<file path="config.mk">
export PLATFORM = sky130hd
export DESIGN_NAME = rtca_aux_timers
export DESIGN_NICKNAME = d
export VERILOG_FILES = /design/src/shared/rtca_pkg.sv /design/src/logic/rtca_aux_timers.sv
export VERILOG_INCLUDE_DIRS = /design/src /design/src/shared
export SDC_FILE = /design/constraint.sdc
export NUM_CORES = 1
export LEC_CHECK = 0
export BUFFER_PORTS_ARGS = -buffer_cell sky130_fd_sc_hd__buf_2
export CORE_UTILIZATION = 45
export CTS_BUF_LIST = sky130_fd_sc_hd__clkbuf_8 sky130_fd_sc_hd__clkbuf_16
export DETAILED_ROUTE_END_ITERATION = 16
export PLACE_DENSITY_LB_ADDON = 0.08
export SYNTH_ARGS = -nofsm -noshare
export SYNTH_HDL_FRONTEND = slang
export SYNTH_SLANG_ARGS = --single-unit
</file>
<file path="constraint.sdc">
create_clock -name ref_clk_i -period 4.05 [get_ports ref_clk_i]
set_clock_uncertainty 0.05 [all_clocks]
set_input_delay 0.81 -clock ref_clk_i [delete_from_list [all_inputs] [get_ports ref_clk_i]]
set_output_delay 0.81 -clock ref_clk_i [all_outputs]
set_load 0.05 [all_outputs]
</file>
<file path="src/shared/rtca_map.svh">
// register offsets, field positions, reset values and timing counts of the rtc auxiliary timers
`ifndef RTCA_MAP_SVH
`define RTCA_MAP_SVH
`define RTCA_ADR_OUTCTL 5'h08
`define RTCA_ADR_WDOG 5'h09
`define RTCA_ADR_A1MON 5'h0a
`define RTCA_ADR_FLAGS 5'h0f
`define RTCA_ADR_TVAL 5'h10
`define RTCA_ADR_TCTL 5'h11
`define RTCA_ADR_A2RATE 5'h13
`define RTCA_ADR_A2FIRST 5'h14
`define RTCA_ADR_A2LAST 5'h18
`define RTCA_RST_OUTCTL 8'h80
`define RTCA_RST_WDOG 8'h00
`define RTCA_RST_A1MON 8'h40
`define RTCA_RST_TCTL 8'h03
`define RTCA_RST_A2RATE 8'h10
`define RTCA_BIT_OUT 7
`define RTCA_BIT_FT 6
`define RTCA_BIT_OFIE 7
`define RTCA_BIT_ALARM1_IRQ_ENABLE 7
`define RTCA_BIT_WAVE_OUTPUT_ENABLE 6
`define RTCA_BIT_TE 7
`define RTCA_BIT_TPM 6
`define RTCA_BIT_TIE 5
`define RTCA_BIT_SECOND_ALARM_ENABLE 1
`define RTCA_BIT_RPT 7
`define RTCA_BIT_REPEAT_BIT_4 6
`define RTCA_OSC_HZ 32768
`define RTCA_PULSE_N1_4K_DEN 8192
`define RTCA_PULSE_NX_4K_DEN 4096
`define RTCA_PULSE_N1_64_DEN 128
`define RTCA_PULSE_SLOW_DEN 64
`define RTCA_PW_N1_4K (`RTCA_OSC_HZ / `RTCA_PULSE_N1_4K_DEN)
`define RTCA_PW_NX_4K (`RTCA_OSC_HZ / `RTCA_PULSE_NX_4K_DEN)
`define RTCA_PW_N1_64 (`RTCA_OSC_HZ / `RTCA_PULSE_N1_64_DEN)
`define RTCA_PW_SLOW (`RTCA_OSC_HZ / `RTCA_PULSE_SLOW_DEN)
`define RTCA_SEC_PER_MIN 6'd59
`define RTCA_SEC_PER_4S 2'd3
`define RTCA_FT_DIV_BIT 5
`endif

</file>
<file path="src/shared/rtca_pkg.sv">
// types shared by the rtc auxiliary timer block
package rtca_pkg;
  typedef struct packed {
    logic [7:0] month;
    logic [7:0] date;
    logic [7:0] hour;
    logic [7:0] minute;
    logic [7:0] second;
  } rtca_time_t;
  typedef enum logic [2:0] {
    RTCA_RPT_SEC = 3'b000,
    RTCA_RPT_MIN = 3'b001,
    RTCA_RPT_HOUR = 3'b010,
    RTCA_RPT_DAY = 3'b011,
    RTCA_RPT_MONTH = 3'b100,
    RTCA_RPT_YEAR = 3'b101
  } rtca_rpt_t;
  typedef enum logic [1:0] {
    RTCA_PIN_RELEASE = 2'b00,
    RTCA_PIN_LOW = 2'b01,
    RTCA_PIN_WAVE = 2'b10
  } rtca_pin_t;
endpackage : rtca_pkg

</file>
<file path="src/logic/rtca_aux_timers.sv">
// second alarm, watchdog, countdown timer, square wave and shared interrupt pin of the rtc
`timescale 1ns/1ps
`include "rtca_map.svh"
module rtca_aux_timers
  import rtca_pkg::*;
(
  // clock, reset, enable
  input wire logic ref_clk_i,
  input wire logic srst_i,
  input wire logic ce_i,
  // register port from the serial front end
  input wire logic reg_wr_i,
  input wire logic reg_rd_i,
  input wire logic [4:0] reg_addr_i,
  input wire logic [7:0] reg_wdata_i,
  output logic [7:0] reg_rdata_o,
  output logic reg_rvalid_o,
  // time-keeping core
  input wire rtca_time_t time_i,
  input wire logic sec_tick_i,
  input wire logic alarm1_event_i,
  // pins and analog monitors
  input wire logic osc_clk_i,
  input wire logic power_fail_i,
  input wire logic battery_low_flag_i,
  input wire logic osc_fail_flag_i,
  output logic wave_pin_o,
  output logic shared_irq_pin_o,
  output logic shared_irq_pin_oe_o
);
  // pin synchronisers: osc, power fail, battery low, osc fail
  logic [3:0] pin_s1_r;
  logic [3:0] pin_s2_r;
  logic osc_d_r;
  always_ff @(posedge ref_clk_i)
  begin
    if (srst_i)
    begin
      pin_s1_r <= 4'h0;
      pin_s2_r <= 4'h0;
      osc_d_r <= 1'b0;
    end
    else if (ce_i)
    begin
      pin_s1_r <= {osc_fail_flag_i, battery_low_flag_i, power_fail_i, osc_clk_i};
      pin_s2_r <= pin_s1_r;
      osc_d_r <= pin_s2_r[0];
    end
  end
  logic osc_tick;
  logic pf_s;
  assign osc_tick = pin_s2_r[0] & ~osc_d_r;
  assign pf_s = pin_s2_r[1];

  // divider chain from the 32.768 kHz oscillator
  logic [14:0] div_r;
  logic [5:0] min_cnt_r;
  logic [1:0] four_cnt_r;
  logic t4096, t64, t16, t4hz, t1, t60, t4s;
  assign t4096 = osc_tick & (&div_r[2:0]);
  assign t64 = osc_tick & (&div_r[8:0]);
  assign t16 = osc_tick & (&div_r[10:0]);
  assign t4hz = osc_tick & (&div_r[12:0]);
  assign t1 = osc_tick & (&div_r[14:0]);
  assign t60 = t1 & (min_cnt_r == `RTCA_SEC_PER_MIN);
  assign t4s = t1 & (four_cnt_r == `RTCA_SEC_PER_4S);
  always_ff @(posedge ref_clk_i)
  begin
    if (srst_i)
    begin
      div_r <= 15'h0000;
      min_cnt_r <= 6'h00;
      four_cnt_r <= 2'h0;
    end
    else if (ce_i && osc_tick)
    begin
      div_r <= div_r + 15'h0001;
      if (t1)
      begin
        min_cnt_r <= t60 ? 6'h00 : min_cnt_r + 6'h01;
        four_cnt_r <= four_cnt_r + 2'h1;
      end
    end
  end

  // registers
  logic [7:0] outctl_r, wdog_r, a1mon_r, tval_r, tcnt_r, tctl_r, a2rate_r;
  logic [7:0] a2_r [0:4];
  logic wr_hit, rd_flags, wr_wdog, wr_tval;
  assign wr_hit = ce_i & reg_wr_i;
  assign rd_flags = ce_i & reg_rd_i & (reg_addr_i == `RTCA_ADR_FLAGS);
  assign wr_wdog = wr_hit & (reg_addr_i == `RTCA_ADR_WDOG);
  assign wr_tval = wr_hit & (reg_addr_i == `RTCA_ADR_TVAL);
  logic wave_output_enable, te, tpm, countdown_irq_enable, second_alarm_enable, alarm1_irq_enable, ofie, out_bit, ft_bit;
  logic [1:0] tsel;
  logic [3:0] rate;
  logic [4:0] wd_mult;
  logic [1:0] wd_res;
  assign wave_output_enable = a1mon_r[`RTCA_BIT_WAVE_OUTPUT_ENABLE];
  assign alarm1_irq_enable = a1mon_r[`RTCA_BIT_ALARM1_IRQ_ENABLE];
  assign te = tctl_r[`RTCA_BIT_TE];
  assign tpm = tctl_r[`RTCA_BIT_TPM];
  assign countdown_irq_enable = tctl_r[`RTCA_BIT_TIE];
  assign tsel = tctl_r[1:0];
  assign second_alarm_enable = a2rate_r[`RTCA_BIT_SECOND_ALARM_ENABLE];
  assign rate = a2rate_r[7:4];
  assign ofie = wdog_r[`RTCA_BIT_OFIE];
  assign wd_mult = wdog_r[6:2];
  assign wd_res = wdog_r[1:0];
  assign out_bit = outctl_r[`RTCA_BIT_OUT];
  assign ft_bit = outctl_r[`RTCA_BIT_FT];

  always_ff @(posedge ref_clk_i)
  begin
    if (srst_i)
    begin
      outctl_r <= `RTCA_RST_OUTCTL;
      wdog_r <= `RTCA_RST_WDOG;
      a1mon_r <= `RTCA_RST_A1MON;
      a2rate_r <= `RTCA_RST_A2RATE;
      for (int i = 0; i < 5; i++)
        a2_r[i] <= 8'h00;
    end
    else if (wr_hit)
    begin
      if (reg_addr_i == `RTCA_ADR_OUTCTL)
        outctl_r <= reg_wdata_i;
      else if (reg_addr_i == `RTCA_ADR_WDOG)
        wdog_r <= reg_wdata_i;
      else if (reg_addr_i == `RTCA_ADR_A1MON)
        a1mon_r <= reg_wdata_i;
      else if (reg_addr_i == `RTCA_ADR_A2RATE)
        a2rate_r <= {reg_wdata_i[7:4], 2'b00, reg_wdata_i[1], 1'b0};
      else if (reg_addr_i >= `RTCA_ADR_A2FIRST && reg_addr_i <= `RTCA_ADR_A2LAST)
        a2_r[3'(reg_addr_i - `RTCA_ADR_A2FIRST)] <= reg_wdata_i;
    end
  end

  // countdown control: power-down drops the enable, other bits kept
  always_ff @(posedge ref_clk_i)
  begin
    if (srst_i)
      tctl_r <= `RTCA_RST_TCTL;
    else if (ce_i)
    begin
      if (pf_s)
        tctl_r[`RTCA_BIT_TE] <= 1'b0;
      else if (wr_hit && reg_addr_i == `RTCA_ADR_TCTL)
        tctl_r <= {reg_wdata_i[7:5], 3'b000, reg_wdata_i[1:0]};
    end
  end

  // countdown timer
  logic src_tick, run, tc_end;
  always_comb
  begin
    case (tsel)
      2'b00: src_tick = t4096;
      2'b01: src_tick = t64;
      2'b10: src_tick = t1;
      default: src_tick = t60;
    endcase
  end
  assign run = te & (tval_r != 8'h00);
  assign tc_end = ce_i & src_tick & run & (tcnt_r == 8'h01);
  always_ff @(posedge ref_clk_i)
  begin
    if (srst_i)
    begin
      tval_r <= 8'h00;
      tcnt_r <= 8'h00;
    end
    else if (wr_tval)
    begin
      tval_r <= reg_wdata_i;
      tcnt_r <= reg_wdata_i;
    end
    else if (ce_i && src_tick && run)
      tcnt_r <= (tcnt_r == 8'h01) ? tval_r : tcnt_r - 8'h01;
  end

  // pulse-mode width in oscillator ticks
  logic [9:0] pulse_cnt_r;
  logic [9:0] pulse_w;
  logic pulse_gate;
  assign pulse_gate = te & countdown_irq_enable & tpm;
  always_comb
  begin
    if (tsel == 2'b00)
      pulse_w = (tval_r == 8'h01) ? 10'(`RTCA_PW_N1_4K) : 10'(`RTCA_PW_NX_4K);
    else if (tsel == 2'b01)
      pulse_w = (tval_r == 8'h01) ? 10'(`RTCA_PW_N1_64) : 10'(`RTCA_PW_SLOW);
    else
      pulse_w = 10'(`RTCA_PW_SLOW);
  end
  always_ff @(posedge ref_clk_i)
  begin
    if (srst_i)
      pulse_cnt_r <= 10'h000;
    else if (ce_i)
    begin
      if (!pulse_gate)
        pulse_cnt_r <= 10'h000;
      else if (tc_end)
        pulse_cnt_r <= pulse_w;
      else if (osc_tick && pulse_cnt_r != 10'h000)
        pulse_cnt_r <= pulse_cnt_r - 10'h001;
    end
  end

  // watchdog
  logic [4:0] wd_cnt_r;
  logic wd_irq_r, wd_tick, wd_expire;
  always_comb
  begin
    case (wd_res)
      2'b00: wd_tick = t16;
      2'b01: wd_tick = t4hz;
      2'b10: wd_tick = t1;
      default: wd_tick = t4s;
    endcase
  end
  assign wd_expire = ce_i & ~wr_wdog & wd_tick & ~wd_irq_r & (wd_mult != 5'h00)
    & (wd_cnt_r + 5'h01 == wd_mult);
  always_ff @(posedge ref_clk_i)
  begin
    if (srst_i)
    begin
      wd_cnt_r <= 5'h00;
      wd_irq_r <= 1'b0;
    end
    else if (wr_wdog)
    begin
      wd_cnt_r <= 5'h00;
      if (reg_wdata_i[6:0] == 7'h00)
        wd_irq_r <= 1'b0;
    end
    else if (wd_expire)
    begin
      wd_irq_r <= 1'b1;
      wd_cnt_r <= 5'h00;
    end
    else if (ce_i && wd_tick && !wd_irq_r && wd_mult != 5'h00)
      wd_cnt_r <= wd_cnt_r + 5'h01;
  end

  // second alarm
  logic [4:0] rpt;
  rtca_rpt_t a2_mode;
  logic m_sec, m_min, m_hour, m_date, m_mon, a2_hit, a2_event;
  assign rpt = {a2_r[1][`RTCA_BIT_RPT], a2_r[1][`RTCA_BIT_REPEAT_BIT_4], a2_r[2][`RTCA_BIT_RPT],
    a2_r[3][`RTCA_BIT_RPT], a2_r[4][`RTCA_BIT_RPT]};
  always_comb
  begin
    case (rpt)
      5'b11110: a2_mode = RTCA_RPT_MIN;
      5'b11100: a2_mode = RTCA_RPT_HOUR;
      5'b11000: a2_mode = RTCA_RPT_DAY;
      5'b10000: a2_mode = RTCA_RPT_MONTH;
      5'b00000: a2_mode = RTCA_RPT_YEAR;
      default: a2_mode = RTCA_RPT_SEC;
    endcase
  end
  assign m_sec = a2_r[4][6:0] == time_i.second[6:0];
  assign m_min = a2_r[3][6:0] == time_i.minute[6:0];
  assign m_hour = a2_r[2][5:0] == time_i.hour[5:0];
  assign m_date = a2_r[1][5:0] == time_i.date[5:0];
  assign m_mon = a2_r[0][4:0] == time_i.month[4:0];
  always_comb
  begin
    case (a2_mode)
      RTCA_RPT_MIN: a2_hit = m_sec;
      RTCA_RPT_HOUR: a2_hit = m_sec & m_min;
      RTCA_RPT_DAY: a2_hit = m_sec & m_min & m_hour;
      RTCA_RPT_MONTH: a2_hit = m_sec & m_min & m_hour & m_date;
      RTCA_RPT_YEAR: a2_hit = m_sec & m_min & m_hour & m_date & m_mon;
      default: a2_hit = 1'b1;
    endcase
  end
  assign a2_event = ce_i & sec_tick_i & second_alarm_enable & a2_hit;

  // flags and alarm interrupt; a new event wins over the read that clears
  logic wdf_r, af1_r, af2_r, tf_r, alarm_irq_r;
  logic a1_event;
  assign a1_event = ce_i & alarm1_event_i;
  always_ff @(posedge ref_clk_i)
  begin
    if (srst_i)
    begin
      wdf_r <= 1'b0;
      af1_r <= 1'b0;
      af2_r <= 1'b0;
      tf_r <= 1'b0;
      alarm_irq_r <= 1'b0;
    end
    else if (ce_i)
    begin
      wdf_r <= wd_expire | (wdf_r & ~rd_flags);
      af1_r <= a1_event | (af1_r & ~rd_flags);
      af2_r <= a2_event | (af2_r & ~rd_flags);
      tf_r <= tc_end | (tf_r & ~rd_flags);
      alarm_irq_r <= (alarm1_irq_enable & (a1_event | a2_event)) | (alarm_irq_r & ~rd_flags);
    end
  end

  // read port
  logic [7:0] rd_mux;
  always_comb
  begin
    if (reg_addr_i == `RTCA_ADR_OUTCTL)
      rd_mux = outctl_r;
    else if (reg_addr_i == `RTCA_ADR_WDOG)
      rd_mux = wdog_r;
    else if (reg_addr_i == `RTCA_ADR_A1MON)
      rd_mux = a1mon_r;
    else if (reg_addr_i == `RTCA_ADR_FLAGS)
      rd_mux = {wdf_r, af1_r, af2_r, pin_s2_r[2], tf_r, pin_s2_r[3], 2'b00};
    else if (reg_addr_i == `RTCA_ADR_TVAL)
      rd_mux = tcnt_r;
    else if (reg_addr_i == `RTCA_ADR_TCTL)
      rd_mux = tctl_r;
    else if (reg_addr_i == `RTCA_ADR_A2RATE)
      rd_mux = a2rate_r;
    else if (reg_addr_i >= `RTCA_ADR_A2FIRST && reg_addr_i <= `RTCA_ADR_A2LAST)
      rd_mux = a2_r[3'(reg_addr_i - `RTCA_ADR_A2FIRST)];
    else
      rd_mux = 8'h00;
  end
  always_ff @(posedge ref_clk_i)
  begin
    if (srst_i)
    begin
      reg_rdata_o <= 8'h00;
      reg_rvalid_o <= 1'b0;
    end
    else if (ce_i)
    begin
      reg_rvalid_o <= reg_rd_i;
      if (reg_rd_i)
        reg_rdata_o <= rd_mux;
    end
  end

  // square wave: bit k of the divider runs at 32768 / 2^(k+1) Hz
  logic wave_nxt;
  always_comb
  begin
    if (!wave_output_enable || rate == 4'h0)
      wave_nxt = 1'b0;
    else if (rate == 4'h1)
      wave_nxt = pin_s2_r[0];
    else
      wave_nxt = div_r[4'(rate - 4'h1)];
  end
  always_ff @(posedge ref_clk_i)
  begin
    if (srst_i)
      wave_pin_o <= 1'b0;
    else if (ce_i)
      wave_pin_o <= wave_nxt;
  end

  // shared open-drain pin; level sources outrank the timer pulse and the test wave
  logic wd_armed, lvl_active, any_enabled, ft_on;
  rtca_pin_t pin_nxt;
  assign wd_armed = wd_mult != 5'h00;
  assign lvl_active = alarm_irq_r | wd_irq_r | (ofie & pin_s2_r[3])
    | (te & countdown_irq_enable & ~tpm & tf_r);
  assign any_enabled = alarm1_irq_enable | ofie | wd_armed | (te & countdown_irq_enable);
  assign ft_on = ft_bit & out_bit & ~(wd_armed & ~wave_output_enable);
  always_comb
  begin
    if (lvl_active)
      pin_nxt = RTCA_PIN_LOW;
    else if (pulse_gate && pulse_cnt_r != 10'h000)
      pin_nxt = RTCA_PIN_LOW;
    else if (any_enabled)
      pin_nxt = RTCA_PIN_RELEASE;
    else if (ft_on)
      pin_nxt = RTCA_PIN_WAVE;
    else
      pin_nxt = out_bit ? RTCA_PIN_RELEASE : RTCA_PIN_LOW;
  end
  always_ff @(posedge ref_clk_i)
  begin
    if (srst_i)
      shared_irq_pin_oe_o <= 1'b0;
    else if (ce_i)
    begin
      case (pin_nxt)
        RTCA_PIN_LOW: shared_irq_pin_oe_o <= 1'b1;
        RTCA_PIN_WAVE: shared_irq_pin_oe_o <= ~div_r[`RTCA_FT_DIV_BIT];
        default: shared_irq_pin_oe_o <= 1'b0;
      endcase
    end
  end
  // open drain: only ever drives low
  always_ff @(posedge ref_clk_i)
    shared_irq_pin_o <= 1'b0;

  // checks
  AST_TF_SET: assert property (@(posedge ref_clk_i) disable iff (srst_i)
    tc_end |=> tf_r && tcnt_r == ($past(wr_tval) ? $past(reg_wdata_i) : $past(tval_r)))
    else $error("countdown end lost");
  AST_TF_HOLD_ON_WRITE: assert property (@(posedge ref_clk_i) disable iff (srst_i)
    (tf_r && wr_tval && !rd_flags) |=> tf_r) else $error("value write cleared flag");
  AST_STOP_ZERO: assert property (@(posedge ref_clk_i) disable iff (srst_i)
    (tval_r == 8'h00 && !wr_tval) |=> $stable(tcnt_r)) else $error("counter ran with n 0");
  AST_WD_TIMEOUT: assert property (@(posedge ref_clk_i) disable iff (srst_i)
    wd_expire |=> wdf_r && wd_irq_r ##1 shared_irq_pin_oe_o) else $error("timeout missed");
  AST_WD_RELEASE: assert property (@(posedge ref_clk_i) disable iff (srst_i)
    (wr_wdog && reg_wdata_i == 8'h00) |=> !wd_irq_r && !wd_armed)
    else $error("00h did not release watchdog");
  AST_FLAGS_CLEAR: assert property (@(posedge ref_clk_i) disable iff (srst_i)
    (rd_flags && !wd_expire && !tc_end) |=> !wdf_r && !tf_r) else $error("read left flag");
  AST_PF_TE: assert property (@(posedge ref_clk_i) disable iff (srst_i)
    (ce_i && pf_s) |=> !te) else $error("power-down kept enable");
  AST_AL2_OFF: assert property (@(posedge ref_clk_i) disable iff (srst_i)
    !second_alarm_enable |-> !a2_event) else $error("second alarm fired while disabled");
  AST_LEVEL_PIN: assert property (@(posedge ref_clk_i) disable iff (srst_i)
    (ce_i && te && countdown_irq_enable && !tpm && tf_r) |=> shared_irq_pin_oe_o) else $error("level irq off");
  AST_WAVE_OFF: assert property (@(posedge ref_clk_i) disable iff (srst_i)
    (ce_i && !wave_output_enable) |=> !wave_pin_o) else $error("wave without enable");
  COV_TF: cover property (@(posedge ref_clk_i) disable iff (srst_i) tc_end ##1 rd_flags);
  COV_WD: cover property (@(posedge ref_clk_i) disable iff (srst_i) wd_expire);
  COV_A2: cover property (@(posedge ref_clk_i) disable iff (srst_i) a2_event && alarm1_irq_enable);
endmodule : rtca_aux_timers

</file>
# After elaboration in Yosys (flattened, before gate mapping)
# Memory sizes are Yosys's and may differ from the RTL's.
# Index checks and enable logic that the tools add are counted.
[classes] div=0 n_eq_ne=35 n_mul=0 muxes=51 shift=0 n_bitwise=68 order_cmp=3 n_addsub=8 n_reduce_logical=41
[op_table] op="2-to-1 mux 8 bit" n=13
[op_table] op="2-to-1 mux 10 bit" n=6
[op_table] op="bitwise AND 1 bit" n=44
[op_table] op="equality test 5 bit (second input constant)" n=7
[op_table] op="equality test 5 x 4 -> 1 bit (second input constant)" n=4
[op_table] op="2-to-1 mux 1 bit" n=19
[op_table] op="equality test 8 x 1 -> 1 bit (second input constant)" n=2
[op_table] op="adder 15 x 1 -> 15 bit (second input constant)" n=1
[op_table] op="case mux 3 bit (5 select lines)" n=1
[op_table] op="AND reduction 15 bit" n=1
[op_table] op="equality test 7 bit" n=2
[op_table] op="AND reduction 13 bit" n=1
[op_table] op="equality test 6 bit" n=2
[op_table] op="inverter 1 bit" n=12
[op_table] op="bitwise OR 1 bit" n=12
[op_table] op="AND reduction 2 bit" n=6
[op_table] op="AND reduction 11 bit" n=1
[op_table] op="equality test 5 bit" n=2
[op_table] op="logical AND 1 bit" n=10
[op_table] op="nonzero test 10 bit" n=1
[op_table] op="subtractor 10 x 1 -> 10 bit (second input constant)" n=1
[op_table] op="AND reduction 3 bit" n=3
[op_table] op="AND reduction 9 bit" n=1
[op_table] op="equality test 2 bit (second input constant)" n=4
[op_table] op="other kinds (38)" n=50
[word_totals] rom_bits=0 memories=1 reg_bits=114 latchBits=0 ramBits=40 out_inout_bits=12
[mem_list] name="a2_r" depth=5 word_bits=8 rd=6 rd_ports_with_merged_regs=0 write_ports=5 line_no="rtca_aux_timers.sv:88" rtl="logic [7:0] a2_r [0:4];"

# Depth between registers and ports, before layout
[depth] ltp_word=12 depth_mapped=11 ltp_nobuf=11

# Least setup slack after synthesis
# Ideal clock, no wire load.
[synth_path] path_kind="input-to-reg" from="input reg_addr_i[2]" to="memory a2_r[1][0], enable pin" cell_stages=4 setup_slack_ps=1274 required_ps=3616 setup_ps=384 t_arrival_ps=2342 path_cell_list="clkbuf_1 nor2b_1 nand4_1 o21ai_0"
[synth_rtl] element="start: declaration" line_no="rtca_aux_timers.sv:14" rtl="input wire logic [4:0] reg_addr_i,"
[synth_rtl] element="end: declaration" line_no="rtca_aux_timers.sv:88"

# Worst setup path after layout
[layout_path] from="input reg_addr_i[0]" to="register wd_cnt_r[0]"
[layout_via] elab_chain_len=9
[layout_lines] element="equality test 5 x 4 -> 1 bit (no source line) *"
[layout_lines] element="bitwise AND 1 bit *" line_no="rtca_aux_timers.sv:92" rtl="assign wr_wdog = wr_hit & (reg_addr_i == `RTCA_ADR_WDOG);"
[layout_lines] element="inverter 1 bit" line_no="rtca_aux_timers.sv:223" rtl="assign wd_expire = ce_i & ~wr_wdog & wd_tick & ~wd_irq_r & (wd_mult != 5'h00)"
[layout_lines] element="bitwise AND 1 bit (4 in series)" line_no="rtca_aux_timers.sv:223"
[layout_lines] element="bitwise AND 1 bit" line_no="rtca_aux_timers.sv:224" rtl="& (wd_cnt_r + 5'h01 == wd_mult);"
[layout_lines] element="OR reduction 3 bit (no source line) *"
[layout_lines] element="end signal: assignment" line_no="rtca_aux_timers.sv:244" rtl="wd_cnt_r <= wd_cnt_r + 5'h01;"
[layout_lines] element="end: declaration" line_no="rtca_aux_timers.sv:212" rtl="logic [4:0] wd_cnt_r;"
# Every way passes the cells marked *; elsewhere a longest branch is shown, timed or not.
# A chain may end at the register's enable or synchronous reset.

==> impl_results.md <==
* Pre-CTS setup slack at 0.660 ns
* Hold Slack at 0.399 ns
* FFs w/ async S/R, synth at 0%
* Critical-path top delay cell: nor3_1
* Avg Inst Size Synth at 9.22 um^2
* Vias in the first global route at 6,682
* Fin util at 52.6%
* Post-route ant nets at 0
* Commonest cells after routing, fill and taps aside: 114 x dfxtp_1, 90 x nor2_1, 84 x nand2_1
* Worst Setup Path Type: input pin to flip-flop
* Routability cong. at 0.872
* Slew of the pin with the lowest slew margin at 0.877 ns
* PwrDens at 373 mW/mm^2
* Initial antenna violation count at 0
* IO Count at 76
* Synth area leader: dfxtp_1
* Slew Limit Fails at 0
* Die height at 140 um
* Final HPWL DP at 16,800 um
* Worst-path clk slew at 0.07 ns
* First-pass GRT wire length at 37,500 um
* Total Power at 3.59 mW
* Arr. time, crit path at 3.28 ns
* Largest cells by area after synthesis: dfxtp_1 27%, edfxtp_1 16%, mux2i_1 4.7%, xor2_1 4.1%, nor2_1 4.0%
* Critical-path cell list: buf_2 -> nand2b_1 -> nor3_1 -> nand2_1 -> buf_4 -> nand3_1 -> nand3_1 -> nor2_1
* R2R Setup Slk at 1.32 ns
* CTS tree: yes
* Routed Wire Length at 23,700 um
* DR vias at 7,032
* Min-delay src: reg_rdata_o[5]
* Min-Delay Path Class: flip-flop to flip-flop
* Die W at 140 um
* First DRT Iteration DRCs at 576
* Fin area at 0.00960 mm^2
* Clock Sinks at 160
* TNS Setup at 0 ns
* Post-route insts no fill at 1,217
* Required @ worst endpoint at 4.38 ns
* H-tree depth at 4
* R2R depth at 11
* Vias/cell at 5.78
* Fin crit period at 2.95 ns
* Hold EP: reg_rdata_o[5]
* Diode count at 0
* Unrepaired setup endpoints after global routing: no
* Sequential share of power at 47.9%
* Area growth, synth to finish at 12.7%
* CTS resizes at 0
* Net Sw Frac at 26.1%
* CP startpoint kind: input pin
* Synth unique cells at 74
* Clock Tree Buf Depth at 2
* Hold Path Stages at 2
* Max stage delay on crit path at 0.75 ns
* Setup violations, final at 0
* # Max-Cap Violations at 0
* Placeable Area at 0.0183 mm^2
* Layout cells sized above 1 at 14.5%
* Nets at 1,053
* Synthesis warning total at 0
* Synthesized area at 0.00852 mm^2
* Seq cells post-synth at 160
* Seq/Total Area, Yosys at 43.0%
* Clock Root Buffer: clkbuf_16
* # Post-CTS Setup Buffers at 0
* Comb pwr share at 8.4%
* Clock network fraction of total power at 43.6%
* CP Max Fanout at 19
* Largest net degree at the start of global routing at 50
* Die area at 0.0195 mm^2
* Cell row count at 49
* Wire per inst at 19.5 um
* P_leak at 3.75 nW
* Upper clock frequency limit at 0.339 GHz
* Crit path top cell by count: nand3_1
* Fill cell count at 1,769
* DP Cell Count at 1,185
* R2r endpoint: pulse_cnt_r[7]
* Top-area cell type share of the netlist area at 26.8%
* Most common cell after layout, fill and taps aside: dfxtp_1
* CTS Buf Count at 17
* 1st-pass router iterations at 5
* Switching Power at 0.937 mW
* Synth Flop Type: dfxtp_1
* Worst skew pair latency at 0.44 ns
* Number of synthesized flops with an enable pin at 46
* Pint at 2.65 mW
* Status: finished clean
* # hold bufs at CTS at 0
* Crit end category: flip-flop
* Final hold violation count at 0
* Maximum VDD drop at 0.295 mV
* Worst setup margin at 1.10 ns
* Tot GR Track Use at 25.3%
* Worst R2R Start: div_r[0]
* DRC at 0
* Initial Util at 46.6%
* Final period utilization at 72.9%
* GR Overflow Total at 0
* Post-Syn Instances at 924
* Port bufs at 65
* Post-DP Area at 0.00904 mm^2
* Slew HR at 41.1%
==> flip-flops by register name (all words and copies together), names as in the netlist, 6 cells and up <==
register and flops:
a1mon_r 8, a2_r 46, div_r 15, min_cnt_r 6, outctl_r 8, pulse_cnt_r 10, reg_rdata_o 8, tcnt_r 8
tval_r 8, wdog_r 8
==> how the worst max path moves through the flow <==
stage	startpoint	to	slack (ns)	cells after the start
3_3_place_gp	reg_addr_i[0]	wd_cnt_r[0]	0.72	8
4_1_cts	reg_addr_i[0]	wd_cnt_r[1]	1.14	8
5_1_grt	reg_addr_i[0]	wd_cnt_r[0]	0.88	8
3_5_place_dp	reg_addr_i[0]	wd_cnt_r[0]	0.66	8
2_1_floorplan	reg_addr_i[2]	a2_r[1][0]	1.27	4
6_report	reg_addr_i[0]	wd_cnt_r[0]	1.10	8
==> synth_stat cells, types with 25 or more instances <==
cell / n
nand3_1: 25
and2_1: 44
nand2_1: 84
o21ai_0: 48
xnor2_1: 25
a21oi_1: 51
dfxtp_1: 114
clkbuf_1: 40
xor2_1: 40
mux2i_1: 40
nor2_1: 90
edfxtp_1: 46
nor3_1: 25
==> layer usage <==
| metal | track usage, % | part of all wire [%] |
|---|---|---|
| met5 | 0 | 0 |
| met1 | 35.7 | 49 |
| met3 | 5.54 | 5.1 |
| met4 | 6.65 | 1.5 |
| met2 | 39.2 | 45 |
==> worst max-delay path: cells and delay by family <==
kind | cells | cell delay [ns]
AND/OR/NAND/NOR | 6 | 1.82
buffers and inverters | 2 | 0.62
==> area by class of cell <==
| cell class | count | area, um^2 | area share, % |
|---|---|---|---|
| multi-input cells | 691 | 4550 | 47.4 |
| flip-flops and latches | 160 | 3660 | 38.1 |
| repair buffers | 82 | 455 | 4.74 |
| clock buffers | 17 | 425 | 4.43 |
| well taps | 229 | 287 | 2.98 |
| clock inverters | 15 | 136 | 1.42 |
| inverters | 23 | 86.3 | 0.899 |
==> power by group through the flow <==
| stage | combinational [mW] | sequential (mW) | clock (mW) |
|---|---|---|---|
| after floorplan | 0.187 | 1.75 | 0 |
| after global placement | 0.300 | 1.75 | 0 |
| after detailed placement | 0.301 | 1.75 | 0 |
| after CTS | 0.302 | 1.72 | 1.58 |
| after global routing | 0.329 | 1.72 | 1.65 |
| final | 0.303 | 1.72 | 1.56 |
==> logic make-up (layout without fill, tap and decap cells) <==
logic type                 count (synthesis)  in the layout  synth area share [%]
and+or+nand+nor                          359            359                  21.2
muxes                                     57             57                  8.66
AOI/OAI and AO/OA                        189            189                  14.5
adders and majority gates                 14             14                  2.06
buffers and inverters                     79            137                  3.89
other                                      1              7                0.0440
xor gates and xnor gates                  65             65                  6.68
DFF                                      160            160                  43.0
Note: power is estimated with default switching activity, not from simulation.
